**src/logic/mode_seq_defs.svh**
```systemverilog
`ifndef MODE_SEQ_DEFS_SVH
`define MODE_SEQ_DEFS_SVH

// Clock rate of the internal oscillator in MHz.
`define CLK_MHZ 20
// Startup and soft-start delays in ms.
`define STARTUP_DELAY_MS 10
`define SOFTSTART_DELAY_MS 10
// Least switch pulse width in ns.
`define MIN_PULSE_NS 25
// Switching rates in kHz.
`define RATE_SLOW_KHZ 1000
`define RATE_FAST_KHZ 2000

// Control field reset values.
`define STBY_EXIT_RESET 1'h0
`define BOOST_EN_RESET 1'h0
`define RATE_SEL_RESET 1'h0
`define VOUT_RESET 4'h7

// Bit positions of the synchronised pin group.
`define PIN_EXT_RESET_N 0
`define PIN_SUPPLY_LOW 1
`define PIN_THERMAL 2

`endif

```
**src/logic/mode_seq_pkg.sv**
```systemverilog
package mode_seq_pkg;

  typedef enum logic [2:0] {
    MODE_RESET,
    MODE_STANDBY,
    MODE_STARTUP,
    MODE_BOOST_START,
    MODE_NORMAL
  } mode_type;

  typedef struct packed {
    logic standby_exit_bit;
    logic boost_en;
    logic switch_rate_select;
    logic [3:0] boost_output_voltage;
  } ctrl_type;

  typedef struct packed {
    logic thermal_shutdown;
    logic second_supply_low;
    logic external_reset_n;
  } pins_type;

endpackage : mode_seq_pkg

```
**src/logic/mode_sequencer_boost_ctrl.sv**
```systemverilog
`timescale 1ns/1ps
`include "mode_seq_defs.svh"

module mode_sequencer_boost_ctrl
  import mode_seq_pkg::*;
#(
  parameter int STARTUP_CYC = `STARTUP_DELAY_MS * `CLK_MHZ * 1000,
  parameter int SOFTSTART_CYC = `SOFTSTART_DELAY_MS * `CLK_MHZ * 1000,
  parameter int PWM_W = 5
) (
  input wire logic ref_clk,
  input wire logic rst_n,
  input wire logic clk_en,
  input wire pins_type pins,
  input wire logic reg_wr,
  input wire ctrl_type reg_wr_mask,
  input wire ctrl_type reg_wr_data,
  input wire logic [PWM_W-1:0] pwm_width_req,
  output ctrl_type ctrl_rd,
  output mode_type mode_rd,
  output logic ref_enable,
  output logic chip_active,
  output logic boost_standby,
  output logic boost_soft_start,
  output logic switch_rate_select,
  output logic [3:0] boost_output_voltage,
  output logic switch_gate
);

  localparam int CNT_W = $clog2((STARTUP_CYC > SOFTSTART_CYC ? STARTUP_CYC : SOFTSTART_CYC) + 1);
  localparam int MIN_RAW = (`MIN_PULSE_NS * `CLK_MHZ + 999) / 1000;
  localparam logic [PWM_W-1:0] MIN_PULSE_CYC = PWM_W'(MIN_RAW < 1 ? 1 : MIN_RAW);
  localparam logic [PWM_W-1:0] PERIOD_SLOW = PWM_W'(`CLK_MHZ * 1000 / `RATE_SLOW_KHZ);
  localparam logic [PWM_W-1:0] PERIOD_FAST = PWM_W'(`CLK_MHZ * 1000 / `RATE_FAST_KHZ);
  localparam logic [CNT_W-1:0] STARTUP_LAST = CNT_W'(STARTUP_CYC - 1);
  localparam logic [CNT_W-1:0] SOFTSTART_LAST = CNT_W'(SOFTSTART_CYC - 1);
  localparam ctrl_type CTRL_DEFAULT = '{`STBY_EXIT_RESET, `BOOST_EN_RESET,
                                        `RATE_SEL_RESET, `VOUT_RESET};

  // Reset release through two flip-flops; assertion stays asynchronous.
  logic [1:0] rst_sync_ff;
  logic sys_rst_n;

  always_ff @(posedge ref_clk or negedge rst_n) begin
    if (!rst_n) begin
      rst_sync_ff <= 2'h0;
    end else begin
      rst_sync_ff <= {rst_sync_ff[0], 1'h1};
    end
  end

  assign sys_rst_n = rst_sync_ff[1];

  // Pin synchronisers; only the second stage is read by logic.
  pins_type sync1_ff, sync2_ff, nxt_sync1, nxt_sync2;
  logic reset_req;
  logic thermal;

  always_comb begin
    nxt_sync1 = sync1_ff;
    nxt_sync2 = sync2_ff;
    if (clk_en) begin
      nxt_sync1 = pins;
      nxt_sync2 = sync1_ff;
    end
  end

  always_ff @(posedge ref_clk or negedge sys_rst_n) begin
    if (!sys_rst_n) begin
      sync1_ff <= 3'h0;
      sync2_ff <= 3'h0;
    end else begin
      sync1_ff <= nxt_sync1;
      sync2_ff <= nxt_sync2;
    end
  end

  assign reset_req = !sync2_ff[`PIN_EXT_RESET_N] || sync2_ff[`PIN_SUPPLY_LOW];
  assign thermal = sync2_ff[`PIN_THERMAL];

  // Control register group.
  mode_type mode_ff, nxt_mode;
  ctrl_type ctrl_ff, nxt_ctrl;

  always_comb begin
    nxt_ctrl = ctrl_ff;
    if (clk_en) begin
      if (reset_req || mode_ff == MODE_RESET) begin
        nxt_ctrl = CTRL_DEFAULT;
      end else if (reg_wr) begin
        nxt_ctrl = ctrl_type'((ctrl_ff & ~reg_wr_mask) | (reg_wr_data & reg_wr_mask));
      end
    end
  end

  always_ff @(posedge ref_clk or negedge sys_rst_n) begin
    if (!sys_rst_n) begin
      ctrl_ff <= CTRL_DEFAULT;
    end else begin
      ctrl_ff <= nxt_ctrl;
    end
  end

  // Mode machine with its delay counter and converter run flag.
  logic [CNT_W-1:0] delay_cnt_ff, nxt_delay_cnt;
  logic boost_run_ff, nxt_boost_run;

  always_comb begin
    nxt_mode = mode_ff;
    nxt_delay_cnt = delay_cnt_ff;
    nxt_boost_run = boost_run_ff;
    if (clk_en) begin
      nxt_delay_cnt = delay_cnt_ff + CNT_W'(1);
      if (reset_req) begin
        nxt_mode = MODE_RESET;
        nxt_delay_cnt = '0;
        nxt_boost_run = 1'h0;
      end else begin
        case (mode_ff)
          MODE_RESET: begin
            nxt_mode = MODE_STANDBY;
            nxt_delay_cnt = '0;
          end
          MODE_STANDBY: begin
            nxt_delay_cnt = '0;
            nxt_boost_run = 1'h0;
            if (ctrl_ff.standby_exit_bit) begin
              nxt_mode = MODE_STARTUP;
            end
          end
          MODE_STARTUP: begin
            if (!ctrl_ff.standby_exit_bit) begin
              nxt_mode = MODE_STANDBY;
              nxt_delay_cnt = '0;
            end else if (thermal) begin
              nxt_delay_cnt = '0;
            end else if (delay_cnt_ff == STARTUP_LAST) begin
              nxt_delay_cnt = '0;
              nxt_mode = ctrl_ff.boost_en ? MODE_BOOST_START : MODE_NORMAL;
            end
          end
          MODE_BOOST_START: begin
            if (!ctrl_ff.standby_exit_bit) begin
              nxt_mode = MODE_STANDBY;
              nxt_delay_cnt = '0;
            end else if (thermal) begin
              nxt_mode = MODE_STARTUP;
              nxt_delay_cnt = '0;
            end else if (!ctrl_ff.boost_en) begin
              nxt_mode = MODE_NORMAL;
              nxt_delay_cnt = '0;
            end else if (delay_cnt_ff == SOFTSTART_LAST) begin
              nxt_mode = MODE_NORMAL;
              nxt_delay_cnt = '0;
              nxt_boost_run = 1'h1;
            end
          end
          MODE_NORMAL: begin
            nxt_delay_cnt = '0;
            if (!ctrl_ff.boost_en) begin
              nxt_boost_run = 1'h0;
            end
            if (!ctrl_ff.standby_exit_bit) begin
              nxt_mode = MODE_STANDBY;
            end else if (thermal) begin
              nxt_mode = MODE_STARTUP;
              nxt_boost_run = 1'h0;
            end else if (ctrl_ff.boost_en && !boost_run_ff) begin
              nxt_mode = MODE_BOOST_START;
            end
          end
          default: begin
            nxt_mode = MODE_RESET;
            nxt_delay_cnt = '0;
            nxt_boost_run = 1'h0;
          end
        endcase
      end
    end
  end

  always_ff @(posedge ref_clk or negedge sys_rst_n) begin
    if (!sys_rst_n) begin
      mode_ff <= MODE_RESET;
      delay_cnt_ff <= '0;
      boost_run_ff <= 1'h0;
    end else begin
      mode_ff <= nxt_mode;
      delay_cnt_ff <= nxt_delay_cnt;
      boost_run_ff <= nxt_boost_run;
    end
  end

  // Outputs decode the state flip-flops; fields reach the converter only after startup.
  logic conv_on;
  logic running;

  assign running = mode_ff == MODE_BOOST_START || mode_ff == MODE_NORMAL;
  assign conv_on = mode_ff == MODE_BOOST_START || (mode_ff == MODE_NORMAL && boost_run_ff);
  assign ctrl_rd = ctrl_ff;
  assign mode_rd = mode_ff;
  assign ref_enable = mode_ff != MODE_RESET && mode_ff != MODE_STANDBY;
  assign chip_active = running;
  assign boost_standby = !conv_on;
  assign boost_soft_start = mode_ff == MODE_BOOST_START;
  assign switch_rate_select = running ? ctrl_ff.switch_rate_select : `RATE_SEL_RESET;
  assign boost_output_voltage = running ? ctrl_ff.boost_output_voltage : `VOUT_RESET;

  // Switch pulse generator; the width is clamped so no period ever goes without a pulse.
  logic [PWM_W-1:0] pwm_cnt_ff, nxt_pwm_cnt;
  logic gate_ff, nxt_gate;
  logic [PWM_W-1:0] period;
  logic [PWM_W-1:0] width;

  always_comb begin
    period = switch_rate_select ? PERIOD_FAST : PERIOD_SLOW;
    width = pwm_width_req;
    if (width < MIN_PULSE_CYC) begin
      width = MIN_PULSE_CYC;
    end
    if (width > period - PWM_W'(1)) begin
      width = period - PWM_W'(1);
    end
    nxt_pwm_cnt = pwm_cnt_ff;
    nxt_gate = gate_ff;
    if (clk_en) begin
      if (!conv_on || pwm_cnt_ff >= period - PWM_W'(1)) begin
        nxt_pwm_cnt = '0;
      end else begin
        nxt_pwm_cnt = pwm_cnt_ff + PWM_W'(1);
      end
      nxt_gate = conv_on && pwm_cnt_ff < width;
    end
  end

  always_ff @(posedge ref_clk or negedge sys_rst_n) begin
    if (!sys_rst_n) begin
      pwm_cnt_ff <= '0;
      gate_ff <= 1'h0;
    end else begin
      pwm_cnt_ff <= nxt_pwm_cnt;
      gate_ff <= nxt_gate;
    end
  end

  assign switch_gate = gate_ff;

  reset_forces_mode_a: assert property (@(posedge ref_clk) disable iff (!sys_rst_n)
    (reset_req && clk_en) |=> mode_ff == MODE_RESET) else $error("reset not entered");

  defaults_in_reset_a: assert property (@(posedge ref_clk) disable iff (!sys_rst_n)
    mode_ff == MODE_RESET |-> ctrl_ff == CTRL_DEFAULT) else $error("control not default");

  leave_reset_a: assert property (@(posedge ref_clk) disable iff (!sys_rst_n)
    (mode_ff == MODE_RESET && !reset_req && clk_en) |=> mode_ff == MODE_STANDBY)
    else $error("reset release did not reach standby");

  exit_bit_low_a: assert property (@(posedge ref_clk) disable iff (!sys_rst_n)
    (mode_ff == MODE_RESET && !reg_wr) ##1 (mode_ff == MODE_STANDBY) |-> !ctrl_ff.standby_exit_bit)
    else $error("exit bit high after reset");

  standby_quiet_a: assert property (@(posedge ref_clk) disable iff (!sys_rst_n)
    mode_ff == MODE_STANDBY |-> !ref_enable && boost_standby && !chip_active)
    else $error("blocks active in standby");

  startup_delay_a: assert property (@(posedge ref_clk) disable iff (!sys_rst_n)
    (mode_ff == MODE_STARTUP ##1 (mode_ff == MODE_NORMAL || mode_ff == MODE_BOOST_START))
    |-> $past(delay_cnt_ff) == STARTUP_LAST) else $error("startup delay wrong");

  thermal_hold_a: assert property (@(posedge ref_clk) disable iff (!sys_rst_n)
    (thermal && clk_en && !reset_req && ctrl_ff.standby_exit_bit && running)
    |=> mode_ff == MODE_STARTUP && delay_cnt_ff == '0) else $error("thermal not held");

  boost_entry_a: assert property (@(posedge ref_clk) disable iff (!sys_rst_n)
    (mode_ff == MODE_STARTUP && clk_en && !reset_req && !thermal && ctrl_ff.standby_exit_bit
     && ctrl_ff.boost_en && delay_cnt_ff == STARTUP_LAST) |=> mode_ff == MODE_BOOST_START)
    else $error("boost start not entered");

  softstart_len_a: assert property (@(posedge ref_clk) disable iff (!sys_rst_n)
    (mode_ff == MODE_BOOST_START ##1 (mode_ff == MODE_NORMAL && boost_run_ff))
    |-> $past(delay_cnt_ff) == SOFTSTART_LAST) else $error("soft-start length wrong");

  boost_off_a: assert property (@(posedge ref_clk) disable iff (!sys_rst_n)
    (mode_ff == MODE_NORMAL && !ctrl_ff.boost_en && clk_en) ##1 clk_en
    |-> (boost_standby || mode_ff != MODE_NORMAL)
    ##1 (!switch_gate || mode_ff != MODE_NORMAL)) else $error("converter not idle");

  apply_fields_a: assert property (@(posedge ref_clk) disable iff (!sys_rst_n)
    running |-> boost_output_voltage == ctrl_ff.boost_output_voltage
    && switch_rate_select == ctrl_ff.switch_rate_select) else $error("fields not applied");

  no_skip_a: assert property (@(posedge ref_clk) disable iff (!sys_rst_n)
    (conv_on && clk_en && pwm_cnt_ff == '0) |=> switch_gate) else $error("pulse skipped");

  rate_period_a: assert property (@(posedge ref_clk) disable iff (!sys_rst_n)
    pwm_cnt_ff <= period - PWM_W'(1) || $changed(switch_rate_select) || !$past(clk_en))
    else $error("period overrun");

endmodule : mode_sequencer_boost_ctrl

```
**config.mk**
```make
export PLATFORM = sky130hd
export DESIGN_NAME = mode_sequencer_boost_ctrl
export DESIGN_NICKNAME = d
export VERILOG_FILES = /design/src/logic/mode_seq_pkg.sv /design/src/logic/mode_sequencer_boost_ctrl.sv
export VERILOG_INCLUDE_DIRS = /design/src /design/src/logic
export SDC_FILE = /design/constraint.sdc
export NUM_CORES = 1
export LEC_CHECK = 0
export BUFFER_PORTS_ARGS = -buffer_cell sky130_fd_sc_hd__buf_4
export CAP_MARGIN = 20
export CORE_MARGIN = 1
export CORE_UTILIZATION = 56
export CTS_CLUSTER_DIAMETER = 150
export DETAILED_ROUTE_END_ITERATION = 12
export PLACE_DENSITY = 0.8
export SLEW_MARGIN = 10
export SYNTH_ARGS = -nofsm -noshare
export SYNTH_HDL_FRONTEND = slang
export SYNTH_SLANG_ARGS = --single-unit
```
**constraint.sdc**
```tcl
create_clock -name ref_clk -period 1.5 [get_ports ref_clk]
set_input_delay 0.075 -clock ref_clk [delete_from_list [all_inputs] [get_ports ref_clk]]
set_output_delay 0.075 -clock ref_clk [all_outputs]
set_load 0.02 [all_outputs]
```
==> summary.txt, run 1 <==
CTS
  • Number of clock sinks seen by CTS: 43
  • Worst-case clock buffer depth: 2
  • Htree depth: 2
  • Number of buffers added for setup after CTS: 28
  • Clock root buffer: clkbuf_8
  • Number of gates given a new drive strength after cts: 66
  • Total clock buffers created by CTS: 5
  • Hold-fix buffers, CTS: 4

Yosys
  • Distinct cell type count after synthesis: 53
  • Average size of a mapped cell: about 9.0 um^2
  • Most used flip-flop cell after synthesis: dfrtp_1
  • Proportion of register bits with asynchronous set or reset after synthesis: between 90% and 100%
  • Part of the Yosys area used for sequential elements: 40.2%
  • Synthesized netlist net count: around 340
  • Cells after Synth: 297
  • Synth Register Bits: 43
  • Syn. warnings: 0
  • Post-synthesis instance area: roughly 0.0027 mm^2
  • Post-synth EDFFs: 0

Floorplanning
  • Die Span X: between 70 and 80 um
  • IO Pins: 46
  • Die Y: between 70 and 80 um
  • Std cell rows: 24
  • Effective utilization at floorplan: about three fifths

Placed design
  • Hpwl dp: roughly 5600 um
  • Placed cells: 463
  • Post-detailed-placement cell area: 0.00382 mm^2
  • Port Buffer Count: between 40 and 50
  • Gp weighted congestion: roughly 0.92

Run status
  • Stage where the flow stopped: clock tree synthesis
  • Halt Reason: [ERROR DPL-0033] detailed placement checks failed during check placement.
  • Status: did not finish
Yosys cell counts, types with 3 or more instances:
cell	n	area share (%)
a211oi_1	4	1.1
nor2b_1	7	1.6
clkbuf_1	12	1.7
ha_1	12	5.6
nor3_1	3	0.56
o31ai_1	4	1.1
nand4_1	10	2.3
o311ai_0	7	2.3
nor2_1	8	1.1
and3b_1	3	0.98
nand3_1	26	4.8
a21oi_1	19	3.5
or3_1	4	0.93
or3_2	3	0.84
or2_2	4	0.93
dfrtp_1	40	37
o41ai_1	3	0.98
o21ai_0	16	3.0
mux2_2	5	2.1
dfstp_2	3	2.9
o2bb2ai_1	4	1.3
mux2i_1	6	2.2
inv_1	10	1.4
nand2b_1	6	1.4
nand2_1	41	5.7
stage by stage:
stage / worst slack, ns / TNS (ns)
after global placement: -1.29 / -10.97
after floorplan: -1.61 / -11.01
after detailed placement: -1.37 / -12.20
cell families after synthesis:
kind of cell    after synthesis  synth area share [%]
compound gates               72                  18.5
flops                        43                  40.2
other cells                   1                 0.140
xor+xnor                      3                 0.978
simple gates                131                  26.6
buf+inv                      24                  3.63
fa+ha+maj                    12                  5.59
mux                          11                  4.33
==> run 2, diff against run 1 <==
CORE_UTILIZATION = 40   (was 56)
CTS_CLUSTER_DIAMETER = unset   (was 150)
PLACE_DENSITY = unset   (was 0.8)
PLACE_DENSITY_LB_ADDON = 0.15   (was unset)
==> summary.txt, run 2 <==
Power and ir drop
  • Maximum ir drop on the vdd rail: approximately 600 uV
  • Total power of the final layout: about 2800 uW
  • Clock power frac: 30.3%
  • Int Power: 1980 uW
  • Total power density per cell area: 597 mW/mm^2
  • Fraction of power spent switching nets: between 20% and 30%
  • Logic pwr share: between 20% and 30%
  • Leakage power: between 0.002 and 0.0025 uW
  • Share of power burned in registers: around 45%
  • Switching Power: between 700 and 800 uW

STA
  • Setup ws final: -1.42 ns
  • Number of failing hold endpoints at the final stage: 0
  • Final setup violating endpoints: 35
  • Ratio of final minimum period to clock period: 195%
  • Post-route setup TNS: -15.77 ns
  • Final-report max-slew violation count: 0
  • Worst hold margin: 0.00466 ns
  • Final Skew: around 0.007 ns
  • Slew margin rel.: between 60% and 70%
  • Peak clock frequency supported by timing: around 340 MHz
  • Worst-margin pin slew: 0.512 ns
  • Crit path time final: 2.92 ns
  • Setup repair after global routing missed its margin: true

Drt
  • Final wirelength: slightly below 9000 um
  • Average detailed-routed wire length per instance: approximately 16 um
  • DRC violations left: 0
  • Number of nets with antenna violations after routing: 0
  • Number of vias per cell after detailed routing: 5.57
  • Starting DRT DRC Count: slightly above 90
  • Vias: 2956
  • TritonRoute pass-1 iters: 4

CTS
  • Worst-case clock buffer depth: 2 (unchanged)
  • Htree depth: 2 (unchanged)
  • Clock root buffer: clkbuf_8
  • Number of clock sinks seen by CTS: 43 (unchanged)
  • Clock latency of the later-clocked register in the worst-skew pair: between 0.3 and 0.4 ns
  • CTS tree: yes
  • Clock transition at the registers of the reported paths: 0.08 ns
  • Total clock buffers created by CTS: 5 (unchanged)

Floorplanning
  • Die Y: 84.0 um (+18%)
  • Die Span X: 84.0 um (+18%)
  • Floorplan die area: roughly 0.0070 mm^2
  • Std cell rows: 29 (+21%)
  • Effective utilization at floorplan: 41.8% (-18 points)
  • IO Pins: 46 (unchanged)
  • Core Footprint: roughly 0.0064 mm^2

Yosys
  • Syn. warnings: 0 (unchanged)
  • Share of the synthesized area in the top cell type: 37.3% (unchanged)
  • Part of the Yosys area used for sequential elements: 40.2% (unchanged)
  • Most numerous cell types in the synthesized netlist: nand2_1, dfrtp_1, nand3_1
  • Post-synthesis instance area: 0.00269 mm^2 (unchanged)
  • Average size of a mapped cell: 9.04 um^2 (unchanged)
  • Dominant cell by count in the synthesized netlist: nand2_1
  • Synthesized netlist net count: 335 (unchanged)
  • Dominant cells by area after synthesis: dfrtp_1, nand2_1, ha_1
  • Cells after Synth: 297 (unchanged)
  • Post-synth EDFFs: 0 (unchanged)
  • Synth Register Bits: 43 (unchanged)
  • Most used flip-flop cell after synthesis: dfrtp_1
  • Distinct cell type count after synthesis: 53 (unchanged)
  • Post-synth top area cell: dfrtp_1
  • Proportion of register bits with asynchronous set or reset after synthesis: 100% (unchanged)

Worst setup path
  • CP Data Required Time: around 1.7 ns
  • CP max stage delay: ~0.5 ns
  • Number of buffers and inverters on the critical path: 2
  • Crit path cell chain: and3b_2 > a21oi_4 > inv_4 > nand2_4 > inv_8 > ha_1 > nand2_1 > or4b_4 > nand2b_4 > mux2i_2 > ha_1 > nor2b_1 > o21ai_1 > o211ai_1 > o21ai_1
  • Setup slack of the worst register-to-register path: -1.42 ns
  • Crit Path Class: reg -> reg
  • Critical Path Start Type: flip-flop
  • Number of cell instances on the worst register-to-register path: 15
  • Family with the most delay on the worst path: simple AND/OR/NAND/NOR gates
  • Element type at the critical path end: flip-flop
  • CP Max Fanout: 3
  • Data arrival time at the worst-slack endpoint: 3.16 ns
  • Reg-to-reg critical path endpoint: switch_gate$_DFFE_PN0P_
  • Startpoint of the lowest-slack register-to-register path: mode_rd[0]$_DFFE_PN0P_
  • Slowest stage cell, crit path: or4b_4

Run status
  • Status: finished with violations
  • Violations in the final reports: negative setup slack

Cells and area
  • Max FFs per register: 18
  • Share of final-layout standard cells stronger than drive strength 1: approximately 58%
  • Most common cell after layout, fill and taps aside: buf_4
  • # diodes: 0
  • Utilization after layout: 72.2%
  • Area Growth Syn to Fin: 72.6%
  • Commonest cells after routing, fill and taps aside: buf_4, nand2_1, dfrtp_1
  • Most flop-heavy register: delay_cnt_ff
  • Final nets: between 400 and 500

Run
  • Number of maximum-capacitance violations: 0

Placed design
  • Hpwl dp: 5670 um (+0.85%)
  • Setup slack after placement: -1.41 ns (-0.0357 ns)
  • Gp weighted congestion: 0.858 (-6.7%)
  • Port Buffer Count: 45 (unchanged)

Global routing
  • Total grt overflow: 0
  • Antenna violations before repair: 0
  • Overall track demand over capacity in global routing: a little under a quarter
  • Global-route wire length before repair: approximately 13000 um
  • Number of global-route vias before repair: between 2000 and 3000
  • Pin count of the biggest net entering global routing: 23

Min path
  • Cell depth of the worst min-delay path: 3
  • Source of the worst hold timing path: reg_wr_data[1]
  • Type of the tightest min-delay check: in -> reg
  • Endpoint of the worst hold-timing path: ctrl_rd[1]$_DFFE_PN1P_
## run 2: cell counts after synthesis
No cell type changed its count.
## run 2: kinds of logic (layout without fill, tap and decap cells)
family,after synthesis,after routing,share of synthesized area [%]
AND/OR/NAND/NOR,131,131,26.6
AO/OA/AOI/OAI,72,72,18.5
flip-flops,43,43,40.2
buffers and inverters,24,181,3.63
adder cells (fa/ha/maj),12,12,5.59
multiplexers,11,11,4.33
XOR/XNOR,3,3,0.978
other,1,1,0.140
## run 2: routing by layer
layer	vias up	global-route usage, %	part of all wire, %
met2	61	41.3	53
li1	1418	-	-
met3	21	3.17	2.3
met1	1456	30.0	42
met4	0	7.52	2.3
met5	-	0	0
## run 2: area by class of cell
class	instances	area, um^2
Sequential cell	43	1080
Fill cell	443	1790
Inverter	10	50.0
Multi-Input combinational cell	230	1970
Timing Repair Buffer	163	1340
Clock buffer	8	100
Tap cell	77	96.3
## run 2: how the worst max path moves through the flow
| stage | from | end | slack (ns) | cells after the start |
|---|---|---|---|---|
| 2_1_floorplan | mode_rd[1]$_DFFE_PN0P_ | switch_gate$_DFFE_PN0P_ | -1.61 | 16 |
| 3_3_place_gp | mode_rd[1]$_DFFE_PN0P_ | switch_gate$_DFFE_PN0P_ | -1.32 | 15 |
| 3_5_place_dp | mode_rd[1]$_DFFE_PN0P_ | switch_gate$_DFFE_PN0P_ | -1.41 | 15 |
| 4_1_cts | mode_rd[1]$_DFFE_PN0P_ | switch_gate$_DFFE_PN0P_ | -1.37 | 15 |
| 5_1_grt | mode_rd[0]$_DFFE_PN0P_ | switch_gate$_DFFE_PN0P_ | -1.61 | 15 |
| 6_report | mode_rd[0]$_DFFE_PN0P_ | switch_gate$_DFFE_PN0P_ | -1.42 | 15 |
## run 2: through the flow
step | cell area (um^2) | std cells
final | 4640 | 531
after global routing | 4640 | 531
after CTS | 4360 | 519
after detailed placement | 3890 | 492
after global placement | 3890 | 492
after floorplan | 2890 | 297
## run 2: repair_timing
item | in CTS | in global routing
endpoints found under the setup margin | 35 | 39
gates resized for setup | 48 | 51
hold endpoints to repair | 5 | 0
hold buffers | 4 | 0
buffers inserted | 15 | 15
pin swaps | 19 | 19
## run 2: power by group through the flow
stage	Clock (uW)	Combinational, uW	Sequential [uW]
floorplan	0	229	1300
global route	892	736	1250
finish	839	690	1240
detailed placement	0	501	1270
global placement	0	497	1260
CTS	851	581	1240
## run 2: worst min-delay path, cell delays in order
cell,delay (ns)
buf_4,0.11
nand3_1,0.05
nand3_1,0.07
Power figures use the tool's default switching activity.
==> run 3, diff against run 2 <==
ABC_AREA = 1   (was unset)
CORE_MARGIN = 1.5   (was 1)
SKIP_CTS_REPAIR_TIMING = 1   (was unset)
==> summary.txt, run 3 <==
Run status
  • Status: finished with violations
  • Violations in the final reports: negative setup slack

CTS
  • Total clock buffers created by CTS: 5 (unchanged)
  • Worst-case clock buffer depth: 2 (unchanged)
  • Htree depth: 2 (unchanged)
  • Clock root buffer: clkbuf_8
  • Number of clock sinks seen by CTS: 43 (unchanged)
  • Clock latency of the later-clocked register in the worst-skew pair: 0.30 ns (about the same)
  • CTS tree: yes
  • Clock transition at the registers of the reported paths: 0.09 ns (about the same)

Yosys
  • Synthesized netlist net count: 397 (+19%)
  • Post-synth EDFFs: 0 (unchanged)
  • Cells after Synth: 359 (+21%)
  • Synth Register Bits: 43 (unchanged)
  • Most used flip-flop cell after synthesis: dfrtp_1
  • Syn. warnings: 0 (unchanged)
  • Dominant cell by count in the synthesized netlist: nand2_1
  • Post-synth top area cell: dfrtp_1
  • Post-synthesis instance area: 0.00276 mm^2 (+2.7%)
  • Distinct cell type count after synthesis: 40 (-25%)
  • Share of the synthesized area in the top cell type: 36.3% (-1.0 points)
  • Dominant cells by area after synthesis: dfrtp_1, nand2_1, ha_1
  • Most numerous cell types in the synthesized netlist: nand2_1, dfrtp_1, inv_1
  • Proportion of register bits with asynchronous set or reset after synthesis: 100% (unchanged)
  • Average size of a mapped cell: 7.69 um^2 (-15%)
  • Part of the Yosys area used for sequential elements: 39.1% (-1.1 points)

Placed design
  • Setup slack after placement: -1.08 ns (+0.324 ns)
  • Gp weighted congestion: 0.881 (+2.7%)
  • Hpwl dp: 5270 um (-7.0%)
  • Port Buffer Count: 45 (unchanged)

Cells and area
  • # diodes: 0 (unchanged)
  • Area Growth Syn to Fin: 49.5%
  • Max FFs per register: 18 (unchanged)
  • Commonest cells after routing, fill and taps aside: buf_4, nand2_1, dfrtp_1
  • Share of final-layout standard cells stronger than drive strength 1: 42.5% (-15 points)
  • Area of the multi-input gates: 0.00174 mm^2 (-12%)
  • Final nets: 503 (+2.4%)
  • Filler cell count: 606 (+37%)
  • Most common cell after layout, fill and taps aside: buf_4
  • Sequential standard cell area: 0.00108 mm^2 (unchanged)
  • Most flop-heavy register: delay_cnt_ff

STA
  • Peak clock frequency supported by timing: 392 MHz (+15%)
  • Number of failing hold endpoints at the final stage: 0 (unchanged)
  • Post-route setup TNS: -6.34 ns (+9.43 ns)
  • Final Skew: 0.00830 ns (+0.00133 ns)
  • Setup repair after global routing missed its margin: true
  • Final-report max-slew violation count: 0 (unchanged)
  • Setup ws final: -1.05 ns (+0.374 ns)
  • Crit path time final: 2.55 ns (-0.374 ns)
  • Ratio of final minimum period to clock period: 170% (-25 points)
  • Final setup violating endpoints: 34 (-2.9%)

Worst setup path
  • Crit Path Class: reg -> reg
  • CP Max Fanout: 4 (+1)
  • Setup slack of the worst register-to-register path: -1.05 ns (+0.37 ns)
  • CP Data Required Time: 1.74 ns (about the same)
  • Crit path cell chain: inv_4 > nand2_4 > nor2_8 > nor2_4 > nor2_4 > inv_2 > ha_1 > nand2_2 > o21ai_4 > inv_2 > a21oi_2 > a31oi_1 > ha_1 > a211o_1 > nor3_2 > nand2_1 > nand2_1
  • Family with the most delay on the worst path: simple AND/OR/NAND/NOR gates
  • Data arrival time at the worst-slack endpoint: 2.79 ns (-0.37 ns)
  • CP max stage delay: 0.43 ns (-0.07 ns)
  • Critical Path Start Type: flip-flop
  • Number of buffers and inverters on the critical path: 3 (+1)
  • Element type at the critical path end: flip-flop
  • Number of cell instances on the worst register-to-register path: 17 (+2)
  • Startpoint of the lowest-slack register-to-register path: mode_rd[2]$_DFFE_PN0P_
  • Reg-to-reg critical path endpoint: switch_gate$_DFFE_PN0P_
  • Slowest stage cell, crit path: dfrtp_2

Global routing
  • Number of global-route vias before repair: 2542 (-11%)
  • Global-route wire length before repair: 11500 um (-13%)
  • Overall track demand over capacity in global routing: 19.4% (-4.2 points)
  • Pin count of the biggest net entering global routing: 20 (-13%)
  • Total grt overflow: 0 (unchanged)
  • Antenna violations before repair: 0 (unchanged)

Min path
  • Type of the tightest min-delay check: in -> reg
  • Endpoint of the worst hold-timing path: ctrl_rd[1]$_DFFE_PN1P_
  • Cell depth of the worst min-delay path: 4 (+1)
  • Source of the worst hold timing path: reg_wr_mask[1]

Power and ir drop
  • Leakage power: 0.00191 uW (-9.7%)
  • Total power density per cell area: 685 mW/mm^2 (+15%)
  • Maximum ir drop on the vdd rail: 546 uV (-8.6%)

Floorplanning
  • IO Pins: 46 (unchanged)
  • Die Span X: 86.1 um (+2.5%)
  • Floorplan die area: 0.00741 mm^2 (+5.1%)
  • Die Y: 86.1 um (+2.5%)
  • Core Footprint: 0.00672 mm^2 (+4.6%)
  • Effective utilization at floorplan: 41.1% (-0.75 points)
  • Std cell rows: 30 (+3.4%)

Drt
  • Number of vias per cell after detailed routing: 5.01 (-10%)
  • DRC violations left: 0 (unchanged)
  • Number of nets with antenna violations after routing: 0 (unchanged)
  • Final wirelength: 7190 um (-17%)
  • Vias: 2733 (-7.5%)
  • Average detailed-routed wire length per instance: 13.2 um (-19%)
  • Starting DRT DRC Count: 107 (+15%)
  • TritonRoute pass-1 iters: 4 (unchanged)

Run
  • Number of maximum-capacitance violations: 0 (unchanged)
==> run 3: cell types whose count changed after synthesis, moves of 7 or more <==
cell	previous run	this run
nor2b_1	7	0
a21oi_1	19	9
nand2_1	41	90
inv_1	10	35
xor2_1	2	11
nor2_1	8	31
clkbuf_1	12	5
o311ai_0	7	0
inv_2	0	7
==> run 3: final cells by class <==
| class | instances | share of cell area (%) |
|---|---|---|
| well taps | 80 | 2.43 |
| flip-flops and latches | 43 | 26.3 |
| clock inverters | 3 | 1.64 |
| clock buffers | 5 | 1.67 |
| repair buffers | 107 | 21.7 |
| inverters | 42 | 4.06 |
| multi-input cells | 266 | 42.2 |
==> run 3: logic make-up (layout without fill, tap and decap cells) <==
logic type | count (synthesis) | in the layout | synth area share [%]
compound gates | 55 | 55 | 12.4
xor+xnor | 11 | 11 | 3.49
fa+ha+maj | 12 | 12 | 5.44
buf+inv | 50 | 157 | 7.12
flops | 43 | 43 | 39.1
other cells | 1 | 1 | 0.136
simple gates | 187 | 187 | 32.3
==> run 3: worst max path at each step <==
stage	slack [ns]	endpoint	cells past startpoint	from
after floorplan	-1.32	switch_gate$_DFFE_PN0P_	17	mode_rd[2]$_DFFE_PN0P_
after global placement	-1.04	switch_gate$_DFFE_PN0P_	17	mode_rd[1]$_DFFE_PN0P_
after detailed placement	-1.08	switch_gate$_DFFE_PN0P_	17	mode_rd[1]$_DFFE_PN0P_
after CTS	-1.12	switch_gate$_DFFE_PN0P_	17	mode_rd[1]$_DFFE_PN0P_
after global routing	-1.24	switch_gate$_DFFE_PN0P_	20	mode_rd[2]$_DFFE_PN0P_
final	-1.05	switch_gate$_DFFE_PN0P_	17	mode_rd[2]$_DFFE_PN0P_
==> run 3: through the flow <==
step,power [uW],std cells,hold WS [ns],cell area (um^2),util [%]
after detailed placement,1710,524,-0.141,3570,53.1
after global placement,1700,524,-0.143,3570,53.1
final,2820,546,0.00838,4130,61.4
after global routing,2950,546,0.0226,4130,61.4
after floorplan,1510,359,-0.221,2790,-
after CTS,2820,532,-0.477,3710,55.2
==> run 3: worst reg2reg max path, delay by kind of cell, from the launching register on <==
kind	cells	cell delay, ns
AO/OA/AOI/OAI	4	0.62
adder cells (fa/ha/maj)	2	0.59
buffers and inverters	3	0.20
flip-flops	1	0.43
AND/OR/NAND/NOR	8	0.66
==> run 3: power breakdown <==
part / switching, uW / internal, uW / leakage, uW / total, uW
Clock: 430 / 664 / 0.0000644 / 1090
Combinational: 274 / 217 / 0.00128 / 491
Sequential: 35.2 / 1200 / 0.000569 / 1240
Total: 739 / 2090 / 0.00191 / 2820
==> run 3: per-layer routing <==
metal,up-vias,GRT usage [%],share of wire [%]
li1,1392,-,-
met5,-,0,0
met4,0,5.28,1.1
met3,8,4.14,5.0
met2,70,33.1,49
met1,1263,25.1,45
